$ cat src/logic/afr_pkg.sv
// Shared constants for the amplifier fault reporting ends
package afr_pkg;

  // ==========================================================
  // Timing
  // ==========================================================
  localparam int unsigned CLK_PERIOD_NS   = 10;
  // Overload protection count period in microseconds
  localparam int unsigned OVERLOAD_US     = 1250;
  localparam int unsigned OVERLOAD_CYCLES =
    (OVERLOAD_US * 1000 + CLK_PERIOD_NS - 1) / CLK_PERIOD_NS;
  // Least wait before reset after overload shutdown, in ms
  localparam int unsigned RECOVER_MS      = 1000;
  localparam int unsigned RECOVER_CYCLES  =
    (RECOVER_MS * 1000 / CLK_PERIOD_NS) * 1000;
  // Reset pulse width driven by the controller
  localparam int unsigned RESET_PULSE_CYCLES = 16;

  // ==========================================================
  // Flag encoding, active-low pins (shutdown, warning)
  // ==========================================================
  localparam logic [1:0] FLAGS_ERR_ALL   = 2'h0;
  localparam logic [1:0] FLAGS_SHUTDOWN  = 2'h1;
  localparam logic [1:0] FLAGS_WARN_ONLY = 2'h2;
  localparam logic [1:0] FLAGS_NORMAL    = 2'h3;

  // Controller view of the device
  typedef enum logic [3:0] {
    AFR_HST_RUN   = 4'h1,
    AFR_HST_WAIT  = 4'h2,
    AFR_HST_PULSE = 4'h4,
    AFR_HST_HOLD  = 4'h8
  } afr_hst_state_t;

endpackage

$ cat src/logic/afr_if.sv
// Status and reset pins between power stage and controller
`timescale 1ns/1ps
interface afr_if;
  // Open-drain flags, enable low while device pulls pin low
  logic shutdown_flag_n_o;
  logic shutdown_flag_n_oe_n;
  logic thermal_warning_n_o;
  logic thermal_warning_n_oe_n;
  logic shutdown_flag_n;
  logic thermal_warning_n;
  // Reset pin driven by controller, active low
  logic reset_n;

  assign shutdown_flag_n   = shutdown_flag_n_oe_n ? 1'b1 : shutdown_flag_n_o;
  assign thermal_warning_n =
    thermal_warning_n_oe_n ? 1'b1 : thermal_warning_n_o;

  modport device (
    output shutdown_flag_n_o,
    output shutdown_flag_n_oe_n,
    output thermal_warning_n_o,
    output thermal_warning_n_oe_n,
    input  reset_n
  );

  modport host (
    input  shutdown_flag_n,
    input  thermal_warning_n,
    output reset_n
  );
endinterface

$ cat src/logic/afr_device.sv
// Power stage fault handling and status flag driver
//
// Summary of operation
// - Outputs Hi-Z while any supply undervoltage
// - Both flags are active-low open-drain pins
// - Any shutdown fault pulls shutdown flag low
// - Warning flag low while above warning level
// - Flag pair encodes fault class
// - Reset low forces both flags high
// - Fault immediately sets Hi-Z and shutdown flag
// - Non-overload faults recover automatically
// - Controller resets overload no sooner than 1s
// - Controller may hold reset during ramp-up
// - Controller holds reset during power-down
// - Controller watches warning, reduces volume
// - Reset low forces all outputs Hi-Z
// - Reset rising edge clears latched overload
// - Overload latched after persistent overcurrent
// - Thermal error shuts down the stage
`timescale 1ns/1ps
module afr_device #(
  parameter int unsigned OVERLOAD_CYCLES = afr_pkg::OVERLOAD_CYCLES
) (
  // Clock and reset
  input  wire logic sys_clk,
  input  wire logic rst_b,
  // Analog detector levels
  input  wire logic gate_drive_supply_low,
  input  wire logic common_supply_low,
  input  wire logic overcurrent,
  input  wire logic thermal_warning,
  input  wire logic thermal_error,
  // Power stage control
  output logic      stage_hiz,
  output logic      overload_fault,
  output logic      undervoltage_fault,
  // Status pins
  afr_if.device     pins
);

  localparam int CW = $clog2(OVERLOAD_CYCLES + 1);
  localparam int NS = 6;

  // Positions of the detector and pin inputs in each sync word
  localparam int IX_GATE_UV = 0;
  localparam int IX_COM_UV  = 1;
  localparam int IX_OC      = 2;
  localparam int IX_WARN    = 3;
  localparam int IX_ERR     = 4;
  localparam int IX_RST     = 5;

  // ==========================================================
  // State
  // ==========================================================
  typedef struct packed {
    logic [NS-1:0] s1;
    logic [NS-1:0] s2;
    logic [NS-1:0] s3;
    logic [NS-1:0] lvl;
    logic [CW-1:0] oc_cnt;
    logic          ovl;
    logic          uvf;
    logic          hiz;
    logic          shut_low;
    logic          warn_low;
  } afr_dev_state_t;

  afr_dev_state_t st_reg;
  afr_dev_state_t st_next;

  logic [NS-1:0] raw;
  logic [NS-1:0] agree;
  logic          uv;
  logic          hot;
  logic          rst_lvl;
  logic          rst_rise;
  logic          oc_done;
  logic          fault;
  logic [1:0]    flags_pin;

  // ==========================================================
  // Input settling
  // ==========================================================
  // Stages 2 and 3 agreeing make a new level, else the old one holds
  function automatic logic settle(
    input logic stage2,
    input logic stage3,
    input logic held
  );
    logic lvl_out;
    lvl_out = held;
    if (stage2 == stage3) begin
      lvl_out = stage3;
    end
    return lvl_out;
  endfunction

  // ==========================================================
  // Flag pair encoding
  // ==========================================================
  // Pin levels {shutdown, warning}; a low reset releases both
  function automatic logic [1:0] flag_pins(
    input logic shut,
    input logic warn,
    input logic run
  );
    logic [1:0] pair;
    pair = afr_pkg::FLAGS_NORMAL;
    if (!run) begin
      pair = afr_pkg::FLAGS_NORMAL;
    end else if (shut && warn) begin
      pair = afr_pkg::FLAGS_ERR_ALL;
    end else if (shut) begin
      pair = afr_pkg::FLAGS_SHUTDOWN;
    end else if (warn) begin
      pair = afr_pkg::FLAGS_WARN_ONLY;
    end
    return pair;
  endfunction

  // Raw input order: reset, error, warning, overcurrent, supplies
  assign raw = {pins.reset_n, thermal_error, thermal_warning, overcurrent,
                common_supply_low, gate_drive_supply_low};

  // ==========================================================
  // Three-stage sync, level changes when stages 2 and 3 agree
  // ==========================================================
  genvar g;
  generate
    for (g = 0; g < NS; g++) begin : g_filt
      assign agree[g] = settle(st_reg.s2[g], st_reg.s3[g], st_reg.lvl[g]);
    end
  endgenerate

  // ==========================================================
  // Decoded levels
  // ==========================================================
  assign rst_lvl  = st_reg.lvl[IX_RST];
  assign rst_rise = agree[IX_RST] & ~rst_lvl;
  assign uv       = st_reg.lvl[IX_GATE_UV] | st_reg.lvl[IX_COM_UV];
  assign hot      = st_reg.lvl[IX_WARN] | st_reg.lvl[IX_ERR];
  assign oc_done  = (st_reg.oc_cnt == CW'(OVERLOAD_CYCLES - 1));

  // ==========================================================
  // Next state
  // ==========================================================
  always_comb begin
    st_next = st_reg;

    // Synchroniser shift and settled levels
    st_next.s1  = raw;
    st_next.s2  = st_reg.s1;
    st_next.s3  = st_reg.s2;
    st_next.lvl = agree;

    // Reset edge frees the latch; a new overload below still wins
    if (rst_rise) begin
      st_next.ovl = 1'b0;
    end

    // Overload persistence counter, idle while latched
    if (st_reg.lvl[IX_OC] && !st_reg.ovl) begin
      if (oc_done) begin
        st_next.ovl    = 1'b1;
        st_next.oc_cnt = '0;
      end else begin
        st_next.oc_cnt = st_reg.oc_cnt + CW'(1);
      end
    end else begin
      st_next.oc_cnt = '0;
    end

    // Any shutdown fault, overload as of this edge
    fault       = uv | st_reg.lvl[IX_ERR] | st_next.ovl;
    st_next.uvf = agree[IX_GATE_UV] | agree[IX_COM_UV];

    // Non-overload faults release one cycle after their settled level clears
    st_next.hiz = fault | ~agree[IX_RST];

    // Flags stay released while the filtered reset is low
    flags_pin        = flag_pins(fault, hot, agree[IX_RST]);
    st_next.shut_low = ~flags_pin[1];
    st_next.warn_low = ~flags_pin[0];
  end

  // ==========================================================
  // State register
  // ==========================================================
  always_ff @(posedge sys_clk or negedge rst_b) begin
    if (!rst_b) begin
      st_reg     <= '0;
      st_reg.hiz <= 1'b1;
    end else begin
      st_reg <= st_next;
    end
  end

  // ==========================================================
  // Outputs
  // ==========================================================
  assign stage_hiz          = st_reg.hiz;
  assign overload_fault     = st_reg.ovl;
  assign undervoltage_fault = st_reg.uvf;
  // Open-drain: drive value fixed low, enable carries the level
  assign pins.shutdown_flag_n_o       = 1'b0;
  assign pins.shutdown_flag_n_oe_n    = ~st_reg.shut_low;
  assign pins.thermal_warning_n_o     = 1'b0;
  assign pins.thermal_warning_n_oe_n  = ~st_reg.warn_low;

endmodule // afr_device

$ cat src/flat_wrapper.sv
// flat-port wrapper written by rule: the top's interface ports become plain ports
module afr_device_flat 
#(
  parameter int unsigned OVERLOAD_CYCLES = afr_pkg::OVERLOAD_CYCLES
)
  (sys_clk, rst_b, gate_drive_supply_low, common_supply_low, overcurrent, thermal_warning, thermal_error, stage_hiz, overload_fault, undervoltage_fault, pins_shutdown_flag_n_o, pins_shutdown_flag_n_oe_n, pins_thermal_warning_n_o, pins_thermal_warning_n_oe_n, pins_reset_n);
  afr_if pins_i ();
  input  wire logic sys_clk;
  input  wire logic rst_b;
  input  wire logic gate_drive_supply_low;
  input  wire logic common_supply_low;
  input  wire logic overcurrent;
  input  wire logic thermal_warning;
  input  wire logic thermal_error;
  output logic stage_hiz;
  output logic overload_fault;
  output logic undervoltage_fault;
  output wire logic [$bits(pins_i.shutdown_flag_n_o)-1:0] pins_shutdown_flag_n_o;
  output wire logic [$bits(pins_i.shutdown_flag_n_oe_n)-1:0] pins_shutdown_flag_n_oe_n;
  output wire logic [$bits(pins_i.thermal_warning_n_o)-1:0] pins_thermal_warning_n_o;
  output wire logic [$bits(pins_i.thermal_warning_n_oe_n)-1:0] pins_thermal_warning_n_oe_n;
  input wire logic [$bits(pins_i.reset_n)-1:0] pins_reset_n;
  assign pins_shutdown_flag_n_o = pins_i.shutdown_flag_n_o;
  assign pins_shutdown_flag_n_oe_n = pins_i.shutdown_flag_n_oe_n;
  assign pins_thermal_warning_n_o = pins_i.thermal_warning_n_o;
  assign pins_thermal_warning_n_oe_n = pins_i.thermal_warning_n_oe_n;
  assign pins_i.reset_n = pins_reset_n;
  afr_device #(.OVERLOAD_CYCLES(OVERLOAD_CYCLES)) u_core (.sys_clk(sys_clk), .rst_b(rst_b), .gate_drive_supply_low(gate_drive_supply_low), .common_supply_low(common_supply_low), .overcurrent(overcurrent), .thermal_warning(thermal_warning), .thermal_error(thermal_error), .stage_hiz(stage_hiz), .overload_fault(overload_fault), .undervoltage_fault(undervoltage_fault), .pins(pins_i));
endmodule
$ cat config.mk
export PLATFORM = sky130hd
export DESIGN_NAME = afr_device_flat
export DESIGN_NICKNAME = d
export VERILOG_FILES = /design/src/logic/afr_pkg.sv /design/src/logic/afr_if.sv /design/src/logic/afr_device.sv /design/src/flat_wrapper.sv
export SDC_FILE = /design/constraint.sdc
export NUM_CORES = 1
export LEC_CHECK = 0
export BUFFER_PORTS_ARGS = -buffer_cell sky130_fd_sc_hd__buf_2
export CAP_MARGIN = 20
export CORE_MARGIN = 5
export CORE_UTILIZATION = 51
export CTS_CLUSTER_DIAMETER = 40
export DETAILED_ROUTE_END_ITERATION = 8
export PLACE_DENSITY_LB_ADDON = 0.05
export REMOVE_ABC_BUFFERS = 1
export SLEW_MARGIN = 20
export SYNTH_ARGS = -nofsm -noshare
export SYNTH_HDL_FRONTEND = slang
export SYNTH_SLANG_ARGS = --single-unit
$ cat constraint.sdc
create_clock -name sys_clk -period 2 [get_ports sys_clk]
set_input_delay 0.2 -clock sys_clk [delete_from_list [all_inputs] [get_ports sys_clk]]
set_output_delay 0.2 -clock sys_clk [all_outputs]
set_load 0.01 [all_outputs]
==> results of run 1 <==
-- cells in the mapped netlist --
cell type,number,area share (%)
nand4_4,1,1.1
nor3_1,7,1.9
and4b_1,2,1.1
or4b_1,1,0.54
nand2_1,10,2.0
xor2_1,2,0.95
nor2b_1,2,0.68
nand3b_1,1,0.41
nor4_1,4,1.4
nor4b_2,1,0.81
a21oi_1,1,0.27
nand3_1,6,1.6
nand2b_1,2,0.68
conb_1,1,0.20
nor4b_1,3,1.4
nand3_2,1,0.54
xnor2_1,12,5.7
dfrtp_1,45,61
nor4_4,1,1.1
buf_4,3,1.2
maj3_1,5,2.7
buf_2,2,0.54
or2_2,1,0.34
inv_1,4,0.81
mux2i_1,1,0.54
o21ai_0,4,1.1
o21a_1,1,0.41
nor2_1,17,3.4
nand4_1,3,1.0
nand3_4,1,0.95
dfstp_2,1,1.4
o211ai_1,3,1.2
and3_1,1,0.34
ha_1,1,0.68
-- power by group through the flow --
stage | clock, mW | sequential [mW] | combinational [mW]
4_1_cts | 0.414 | 1.01 | 0.119
2_1_floorplan | 0 | 1.02 | 0.0574
3_5_place_dp | 0 | 1.03 | 0.108
5_1_grt | 0.457 | 1.02 | 0.134
6_report | 0.396 | 1.01 | 0.116
3_3_place_gp | 0 | 1.03 | 0.104
-- path summary, 6_finish.rpt --
path,end,start
max reg2reg,u_core.st_reg[12],u_core.st_reg[17]
max,u_core.st_reg[12],u_core.st_reg[17]
min in group asynchronous,u_core.st_reg[13],rst_b
min reg2reg,u_core.st_next[30],u_core.st_next[36]
min,u_core.st_next[30],u_core.st_next[36]
max in group asynchronous,u_core.stage_hiz,rst_b
-- cell families after synthesis --
kind of cell    after synthesis
compound gates                9
xor+xnor                     14
fa+ha+maj                     6
buf+inv                       9
flops                        46
mux                           1
other cells                   1
simple gates                 65
-- layer usage --
metal / vias up / wire length, um / GRT usage (%)
met4: 0 / 31 / 5.53
met3: 5 / 114 / 3.87
met1: 578 / 1560 / 21.2
li1: 562 / - / -
met5: - / 0 / 0
met2: 21 / 1350 / 20.0
-- area by class of cell --
| cell class | count | area, um^2 |
|---|---|---|
| well taps | 46 | 57.6 |
| inverters | 4 | 15.0 |
| clock buffers | 5 | 37.5 |
| fillers | 288 | 1350 |
| clock inverters | 2 | 10.0 |
| multi-input cells | 97 | 654 |
| repair buffers | 20 | 138 |
| flip-flops and latches | 46 | 1150 |
-- worst register-to-register path, stage by stage, from the launching register on --
cell	delay [ns]
dfrtp_1	0.46
nor4b_1	0.40
nand4_1	0.20
nand2_1	0.44
nor2_1	0.12
-- through the flow --
stage	setup slack [ns]	hold slack [ns]	utilization [%]
after floorplan	0.543	-0.0956	-
after global placement	0.357	0.301	57.0
after detailed placement	0.276	0.310	57.0
after CTS	0.259	0.366	60.4
after global routing	0.139	0.378	60.4
final	0.269	0.353	60.4
-- repair_timing --
| action | in CTS | in global routing |
|---|---|---|
| setup buffers | 0 | 0 |
| hold endpoints to repair | 51 | 0 |
| hold buffers | 7 | 0 |
==> impl_metrics.env, run 1 <==
export IMPL_status="finished, final reports clean"
export IMPL_die_w_um=70.2
export IMPL_antenna_cells=0
export IMPL_cts_resized=0
export IMPL_cpLargestDelayFamily="simple AND/OR/NAND/NOR gates"
export IMPL_grt_max_degree=47
export IMPL_setup_worst_path_class="register to register"
export IMPL_netSwitchingPower_mw=0.366
export IMPL_largest_register_ffs=30
export IMPL_fmax_ghz=0.578
export IMPL_worstPathCellList="nor4b_1, nand4_1, nand2_1, nor2_1"
export IMPL_ios=15
export IMPL_min_path_cells=0
export IMPL_p_int_mw=1.16
export IMPL_clockPowerShare_pct=26.0
export IMPL_place_congestion=0.782
export IMPL_clockRootBuffer="clkbuf_4"
export IMPL_mostFrequentLayoutCell="dfrtp_1"
export IMPL_drive_gt1_share_pct=15.5
export IMPL_cap_violations=0
export IMPL_viasPerCell=5.30
export IMPL_grt_overflow=0
export IMPL_die_h_um=70.2
export IMPL_dieArea_um2=4930
export IMPL_clock_sinks=46
export IMPL_grt_pass1_wl_um=5620
export IMPL_tns_ns=0
export IMPL_reg2reg_slack_ns=0.27
export IMPL_first_iter_violations=57
export IMPL_dpl_hpwl_um=2080
export IMPL_p_per_area_nw_per_um2=737
export IMPL_core_area_um2=3420
export IMPL_syn_to_final_growth_pct=11.6
export IMPL_wl_um=3050
export IMPL_r2r_worst_path_cells=4
export IMPL_synthSimpleGateAreaFrac_pct=21.4
export IMPL_p_sw_share_pct=24.1
export IMPL_synthesis_area_um2=1850
export IMPL_p_leak_nw=0.866
export IMPL_yosys_warnings=0
export IMPL_synth_top_family_by_area="simple AND/OR/NAND/NOR gates"
export IMPL_final_nets=183
export IMPL_cts_htree_levels=2
export IMPL_critPathBufInv=0
export IMPL_critPathSlowestCell="dfrtp_1"
export IMPL_path_max_fanout=14
export IMPL_worstSetupPathDepth=4
export IMPL_layout_common_cells="dfrtp_1 (45), nor2_1 (17), xnor2_1 (12), buf_2 (12), nand2_1 (10)"
export IMPL_worst_setup_path_start_kind="register"
export IMPL_dpl_cell_area_um2=1950
export IMPL_ys_ff_latch=46
export IMPL_crit_arrival_ns=1.96
export IMPL_routed_via_count=1166
export IMPL_grt_pass1_vias=1176
export IMPL_dp_cells=206
export IMPL_worstHoldPathType="register to register"
export IMPL_synthAdderAreaFrac_pct=3.38
export IMPL_clk_latency_ns=0.35
export IMPL_drc=0
export IMPL_cts_made_buffers=5
export IMPL_rsz0062_at_grt="no"
export IMPL_report_power_total_mw=1.52
export IMPL_finalHoldViolCount=0
export IMPL_timing_slew_headroom_pct=64.3
export IMPL_drtAntennaViolNets=0
export IMPL_io_buffers=12
export IMPL_clk_pin_slew_worst_paths_ns=0.13
export IMPL_cts_tree="built"
export IMPL_ys_seq_area_share_pct=62.3
export IMPL_antenna_found_initial=0
export IMPL_cp_required_ns=2.23
export IMPL_stdcell_area_um2=2060
export IMPL_num_rows=21
export IMPL_slew_violations=0
export IMPL_pwr_share_seq_pct=66.4
export IMPL_start_util_pct=54.2
export IMPL_synth_compound_area_share_pct=2.97
export IMPL_slowest_delay_ns=0.46
export IMPL_fin_crit_ns=1.73
export IMPL_synth_distinct_cells=34
export IMPL_firstDrtPassIters=4
export IMPL_postSynthAreaPerCell_um2=12.3
export IMPL_post_drt_wl_per_cell_um=13.9
export IMPL_muxShareOfSynthArea_pct=0.541
export IMPL_end_kind="register"
export IMPL_synthCells=151
export IMPL_synthXorXnorAreaFrac_pct=6.63
export IMPL_setup_viol_count_final=0
export IMPL_ir_drop_uv=489
export IMPL_fin_crit_sh_pct=86.6
export IMPL_fin_worst_skew_ns=0.0118
export IMPL_pwr_share_comb_pct=7.6
export IMPL_clock_path_buffers=2
export IMPL_final_cells=220
export IMPL_grtUsageTotal_pct=14.3
export IMPL_tightest_slew_ns=0.536
Note: power is estimated with default switching activity, not from simulation.
==> run 2: changes to the inputs <==
--- a/config.mk
+++ b/config.mk
@@ -5,12 +5,14 @@
 export SDC_FILE = /design/constraint.sdc
 export NUM_CORES = 1
 export LEC_CHECK = 0
+export ABC_AREA = 1
 export BUFFER_PORTS_ARGS = -buffer_cell sky130_fd_sc_hd__buf_2
 export CAP_MARGIN = 20
 export CORE_MARGIN = 5
 export CORE_UTILIZATION = 51
 export CTS_CLUSTER_DIAMETER = 40
 export DETAILED_ROUTE_END_ITERATION = 8
+export HOLD_SLACK_MARGIN = 0.08
 export PLACE_DENSITY_LB_ADDON = 0.05
 export REMOVE_ABC_BUFFERS = 1
 export SLEW_MARGIN = 20
==> run 2 against run 1 <==
  * Maximum frequency is 19% higher
  * Largest power group unchanged
  * Count of clock-buffer cells in the layout is 1 higher
  * Core utilization is 0.27 points lower
  * Global-route usage is 0.92 points higher
  * Sequential power hardly changed
  * Synthesized cell count is 27% higher
  * Critical path type unchanged
  * Design area is 5.1% higher
==> impl_metrics.env, run 2 <==
export IMPL_syn_to_final_growth_pct=16.3
export IMPL_ys_seq_area_share_pct=61.8
export IMPL_reg2reg_from="u_core.st_reg[5]"
export IMPL_synthTopCellsByArea="dfrtp_1 (60%), nor2_1 (7.4%), nand2_1 (6.2%)"
export IMPL_cts_resized=0
export IMPL_synth_distinct_cells=28
export IMPL_cap_violations=0
export IMPL_die_h_um=70.5
export IMPL_grt_pass1_vias=1345
export IMPL_drive_gt1_share_pct=17.3
export IMPL_timing_rr_end="u_core.st_reg[15]"
export IMPL_grtUsageTotal_pct=15.3
export IMPL_dieArea_um2=4970
export IMPL_min_path_cells=0
export IMPL_yosys_warnings=0
export IMPL_grt_pass1_wl_um=6050
export IMPL_drtAntennaViolNets=0
export IMPL_worstPathCellList="ha_1, nand2_2, inv_2, nand2_1, nor2_2, nand2_1, nand2_4, inv_2, nand2_1, nor2_1"
export IMPL_ir_drop_uv=695
export IMPL_slew_violations=0
export IMPL_crit_arrival_ns=1.64
export IMPL_cp_common_cell="nand2_1"
export IMPL_dp_cells=253
export IMPL_start_util_pct=51.7
export IMPL_clk_pin_slew_worst_paths_ns=0.08
export IMPL_p_per_area_nw_per_um2=823
export IMPL_setup_viol_count_final=0
export IMPL_final_cells=268
export IMPL_firstDrtPassIters=4
export IMPL_mostFrequentLayoutCell="dfrtp_1"
export IMPL_tns_ns=0
export IMPL_largest_register_ffs=30
export IMPL_cts_htree_levels=2
export IMPL_path_max_fanout=7
export IMPL_die_w_um=70.5
export IMPL_cts_setup_buffers=0
export IMPL_wl_um=3230
export IMPL_synth_top_area_share_pct=60.4
export IMPL_cts_hold_fix_buffers=7
export IMPL_setup_worst_path_class="register to register"
export IMPL_clk_latency_ns=0.28
export IMPL_grt_max_degree=24
export IMPL_rsz0062_at_grt="no"
export IMPL_post_drt_wl_per_cell_um=12.1
export IMPL_hp_start="u_core.st_next[37]"
export IMPL_routed_via_count=1279
export IMPL_clock_sinks=46
export IMPL_first_iter_violations=82
export IMPL_yosys_area_top_type="dfrtp_1"
export IMPL_cp_required_ns=2.18
export IMPL_async_flop_share_pct=100
export IMPL_grt_overflow=0
export IMPL_antenna_found_initial=0
export IMPL_worstHoldPathType="register to register"
export IMPL_num_rows=22
export IMPL_synthesis_area_um2=1870
export IMPL_hold_ws_ns=0.354
export IMPL_yosys_most_used_dff="dfrtp_1"
export IMPL_status="finished, final reports clean"
export IMPL_reg2reg_slack_ns=0.54
export IMPL_place_congestion=0.879
export IMPL_hold_path_endpoint="u_core.st_next[31]"
export IMPL_netlist_top_cells_count="dfrtp_1 (45), nor2_1 (37), nand2_1 (31)"
export IMPL_cpLargestDelayFamily="simple AND/OR/NAND/NOR gates"
export IMPL_critPathBufInv=2
export IMPL_fin_crit_ns=1.46
export IMPL_synth_edf_count=0
export IMPL_clock_path_buffers=2
export IMPL_core_area_um2=3610
export IMPL_clockRootBuffer="clkbuf_8"
export IMPL_p_leak_nw=0.970
export IMPL_worst_setup_path_start_kind="register"
export IMPL_io_buffers=12
export IMPL_finalHoldViolCount=0
export IMPL_drc=0
export IMPL_synth_most_common_cell="dfrtp_1"
export IMPL_critPathSlowestCell="dfrtp_1"
export IMPL_antenna_cells=0
export IMPL_final_nets=228
export IMPL_postSynthAreaPerCell_um2=9.72
export IMPL_end_kind="register"
export IMPL_slowest_delay_ns=0.40
export IMPL_dpl_hpwl_um=2450
export IMPL_fmax_ghz=0.685
export IMPL_viasPerCell=4.77
export IMPL_r2r_worst_path_cells=10
export IMPL_synthCells=192
export IMPL_cts_made_buffers=5
export IMPL_fin_worst_skew_ns=0.00457
export IMPL_cts_tree="built"
export IMPL_layout_common_cells="dfrtp_1 (45), nor2_1 (37), nand2_1 (31)"
export IMPL_fin_crit_sh_pct=73.0
export IMPL_ys_ff_latch=46
export IMPL_ios=15
run 2: cell types whose count changed in the layout (fill, tap and decap cells not counted), sizes merged, moves of 4 or more:
cell   before  now
xnor2      12    2
nor4        5    0
nor4b       4    0
nand2      10   36
inv         4   25
a21oi       1    6
nor2       17   43
run 2: final cells by class:
| type | instances | area [um^2] |
|---|---|---|
| Fill cell | 311 | 1440 |
| Tap cell | 48 | 60.1 |
| Clock buffer | 6 | 72.6 |
| Sequential cell | 46 | 1150 |
| Timing Repair Buffer | 21 | 145 |
| Inverter | 25 | 93.8 |
| Multi-Input combinational cell | 120 | 608 |
| Clock inverter | 2 | 37.5 |
run 2: cells by family (layout without fill, tap and decap cells):
kind of cell | after synthesis | after routing | share of synthesized area [%]
adders and majority gates | 5 | 5 | 2.82
xor gates and xnor gates | 3 | 3 | 1.41
and+or+nand+nor | 96 | 96 | 23.5
buffers and inverters | 27 | 54 | 5.83
AOI/OAI and AO/OA | 14 | 14 | 4.43
other | 1 | 2 | 0.201
DFF | 46 | 46 | 61.8
run 2: routing by layer:
metal	global-route usage [%]	part of all wire, %	up-vias
li1	-	-	655
met1	21.2	48	608
met2	23.8	48	14
met3	3.17	3.2	2
met4	5.11	0.90	0
met5	0	0	-
run 2: worst max path at each step:
| stage | start | endpoint | cells after the start |
|---|---|---|---|
| floorplan | u_core.st_reg[5] | u_core.st_reg[15] | 10 |
| global placement | u_core.st_reg[5] | u_core.st_reg[16] | 10 |
| detailed placement | u_core.st_reg[5] | u_core.st_reg[15] | 10 |
| CTS | u_core.st_reg[5] | u_core.st_reg[16] | 10 |
| global route | u_core.st_reg[5] | u_core.st_reg[19] | 10 |
| finish | u_core.st_reg[5] | u_core.st_reg[15] | 10 |
run 2: stage by stage:
| stage | worst slack (ns) | power [mW] | utilization (%) | instance area (um^2) |
|---|---|---|---|---|
| after CTS | 0.552 | 1.81 | 60.2 | 2170 |
| after global routing | 0.435 | 1.88 | 60.2 | 2170 |
| after floorplan | 0.727 | 1.08 | - | 1850 |
| final | 0.541 | 1.79 | 60.2 | 2170 |
| after detailed placement | 0.570 | 1.13 | 55.2 | 1990 |
| after global placement | 0.584 | 1.13 | 55.2 | 1990 |
run 2: where the power goes:
part | internal, mW | switching [mW] | total, mW
registers | 0.978 | 0.0271 | 1.01
logic | 0.0481 | 0.0692 | 0.117
clock network | 0.373 | 0.291 | 0.664
total | 1.40 | 0.387 | 1.79
run 2: worst register-to-register path, stage by stage, from the launching register on:
cell and delay, ns:
dfrtp_1 0.40, ha_1 0.22, nand2_2 0.08, inv_2 0.08
nand2_1 0.06, nor2_2 0.13, nand2_1 0.10, nand2_4 0.11
inv_2 0.07, nand2_1 0.07, nor2_1 0.04
==> run 3: changes to the inputs <==
==> constraint.sdc (replaced) <==
create_clock -name sys_clk -period 1.36 [get_ports sys_clk]
set_input_delay 0.136 -clock sys_clk [delete_from_list [all_inputs] [get_ports sys_clk]]
set_output_delay 0.136 -clock sys_clk [all_outputs]
set_load 0.01 [all_outputs]
==> run 3 against run 2 <==
  * Register-to-register slack worse by 0.53 ns
  * Sequential share of layout area is 3.4 points lower
  * Largest power group unchanged
  * Final cell count is 4.1% higher
  * Global-route usage is 0.16 points higher
  * Total power is 44% higher
  * Wire length is 10% higher
==> impl_metrics.env, run 3 (same netlist as run 2, synthesis figures left out) <==
export IMPL_grt_pass1_vias=1337
export IMPL_p_leak_nw=1.05
export IMPL_dieArea_um2=4970
export IMPL_stdcell_area_um2=2320
export IMPL_ir_drop_uv=942
export IMPL_timing_rr_end="u_core.st_reg[5]"
export IMPL_drive_gt1_share_pct=26.4
export IMPL_crit_arrival_ns=1.54
export IMPL_status="finished, final reports clean"
export IMPL_fin_crit_ns=1.35
export IMPL_antenna_cells=0
export IMPL_clk_latency_ns=0.30
export IMPL_grt_pass1_wl_um=6070
export IMPL_start_util_pct=51.7
export IMPL_core_area_um2=3610
export IMPL_fin_worst_skew_ns=0.00921
export IMPL_grt_overflow=0
export IMPL_routed_via_count=1372
export IMPL_worst_setup_path_start_kind="register"
export IMPL_fmax_ghz=0.742
export IMPL_critPathBufInv=2
export IMPL_cts_made_buffers=5
export IMPL_fin_crit_sh_pct=99.1
export IMPL_first_iter_violations=54
export IMPL_dp_cells=256
export IMPL_path_max_fanout=6
export IMPL_die_h_um=70.5
export IMPL_place_ws_ns=-0.0349
export IMPL_p_per_area_nw_per_um2=1110
export IMPL_rsz0062_at_grt="yes"
export IMPL_clock_sinks=46
export IMPL_ios=15
export IMPL_reg2reg_slack_ns=0.01
export IMPL_drc=0
export IMPL_finalHoldViolCount=0
export IMPL_io_buffers=12
export IMPL_num_rows=22
export IMPL_worst_slack_ns=0.0118
export IMPL_drtAntennaViolNets=0
export IMPL_cts_tree="built"
export IMPL_final_nets=239
export IMPL_grtUsageTotal_pct=15.4
export IMPL_cts_htree_levels=2
export IMPL_post_drt_wl_per_cell_um=12.8
export IMPL_layout_common_cells="dfrtp_1 (43), nor2_1 (37), nand2_1 (26)"
export IMPL_slew_violations=0
export IMPL_antenna_found_initial=0
export IMPL_end_kind="register"
export IMPL_critPathSlowestCell="dfrtp_1"
export IMPL_cpLargestDelayFamily="flip-flops"
export IMPL_clk_pin_slew_worst_paths_ns=0.09
export IMPL_die_w_um=70.5
export IMPL_clock_path_buffers=2
export IMPL_slowest_delay_ns=0.43
export IMPL_report_power_total_mw=2.57
export IMPL_cap_violations=0
export IMPL_firstDrtPassIters=4
export IMPL_fin_util_pct=64.4
export IMPL_viasPerCell=4.92
export IMPL_worstPathCellList="ha_4, nand2_4, inv_4, nand2_4, nor2_4, nand2_2, nand2_4, buf_4, nor2_1"
export IMPL_final_fill_count=313
export IMPL_wl_um=3560
export IMPL_worstHoldPathType="primary input to async pin"
export IMPL_setup_viol_count_final=0
export IMPL_dpl_cell_area_um2=2020
export IMPL_multi_input_area_um2=676
export IMPL_r2r_worst_path_cells=9
export IMPL_final_cells=279
export IMPL_syn_to_final_growth_pct=24.5
export IMPL_place_congestion=0.884
export IMPL_cp_common_cell="nand2_4"
export IMPL_regArea_um2=1150
export IMPL_largest_register_ffs=30
export IMPL_clockRootBuffer="clkbuf_8"
export IMPL_mostFrequentLayoutCell="dfrtp_1"
export IMPL_dpl_hpwl_um=2500
export IMPL_cp_required_ns=1.55
export IMPL_reg2reg_from="u_core.st_reg[5]"
export IMPL_setup_worst_path_class="register to register"
export IMPL_grt_max_degree=25
[run 3: changes by cell type in the layout (fill, tap and decap cells not counted), sizes merged]
cell | previous run | this run
clkbuf | 6 | 5
buf | 14 | 25
bufinv | 1 | 0
inv | 25 | 26
clkinvlp | 1 | 2
[run 3: power by group]
| group | switching, mW | leakage [nW] | internal (mW) |
|---|---|---|---|
| registers | 0.0500 | 0.572 | 1.44 |
| logic | 0.126 | 0.438 | 0.119 |
| clock network | 0.473 | 0.0408 | 0.367 |
| total | 0.649 | 1.05 | 1.93 |
[run 3: how the worst max path moves through the flow]
| stage | from | to | slack (ns) | cells past startpoint |
|---|---|---|---|---|
| 2_1_floorplan | u_core.st_reg[5] | u_core.st_reg[15] | 0.09 | 10 |
| 3_5_place_dp | u_core.st_reg[6] | u_core.st_reg[19] | -0.03 | 10 |
| 6_report | u_core.st_reg[5] | u_core.st_reg[5] | 0.01 | 9 |
| 4_1_cts | u_core.st_reg[6] | u_core.st_reg[19] | 0.01 | 10 |
| 3_3_place_gp | u_core.st_reg[6] | u_core.st_reg[21] | 0.05 | 8 |
| 5_1_grt | u_core.st_reg[5] | u_core.st_reg[21] | -0.07 | 10 |
[run 3: routing by layer]
layer  part of all wire [%]  vias to the layer above  track usage (%)
met5                      0                        -                0
met4                    1.3                        0             6.60
met3                    4.5                        9             3.60
met2                     50                       28             23.8
met1                     45                      663             20.7
li1                       -                      672                -
[run 3: area by class of cell]
type / instances / share of cell area, %
well taps: 48 / 2.59
inverters: 25 / 4.26
repair buffers: 32 / 10.3
flip-flops and latches: 46 / 49.7
clock buffers: 5 / 2.96
clock inverters: 3 / 1.02
multi-input cells: 120 / 29.1
[run 3: stage by stage]
stage | TNS [ns] | hold slack [ns]
2_1_floorplan | 0 | -0.160
3_3_place_gp | 0 | 0.0782
3_5_place_dp | -0.158 | 0.0838
4_1_cts | 0 | 0.291
5_1_grt | -0.502 | 0.339
6_report | 0 | 0.294
[run 3: repair_timing]
action | in CTS | in global routing
gates resized for setup | 3 | 17
setup buffers | 2 | 6
hold buffers | 7 | 0
hold endpoints to repair | 45 | 0
endpoints found under the setup margin | 5 | 8
pin swaps | 3 | 9
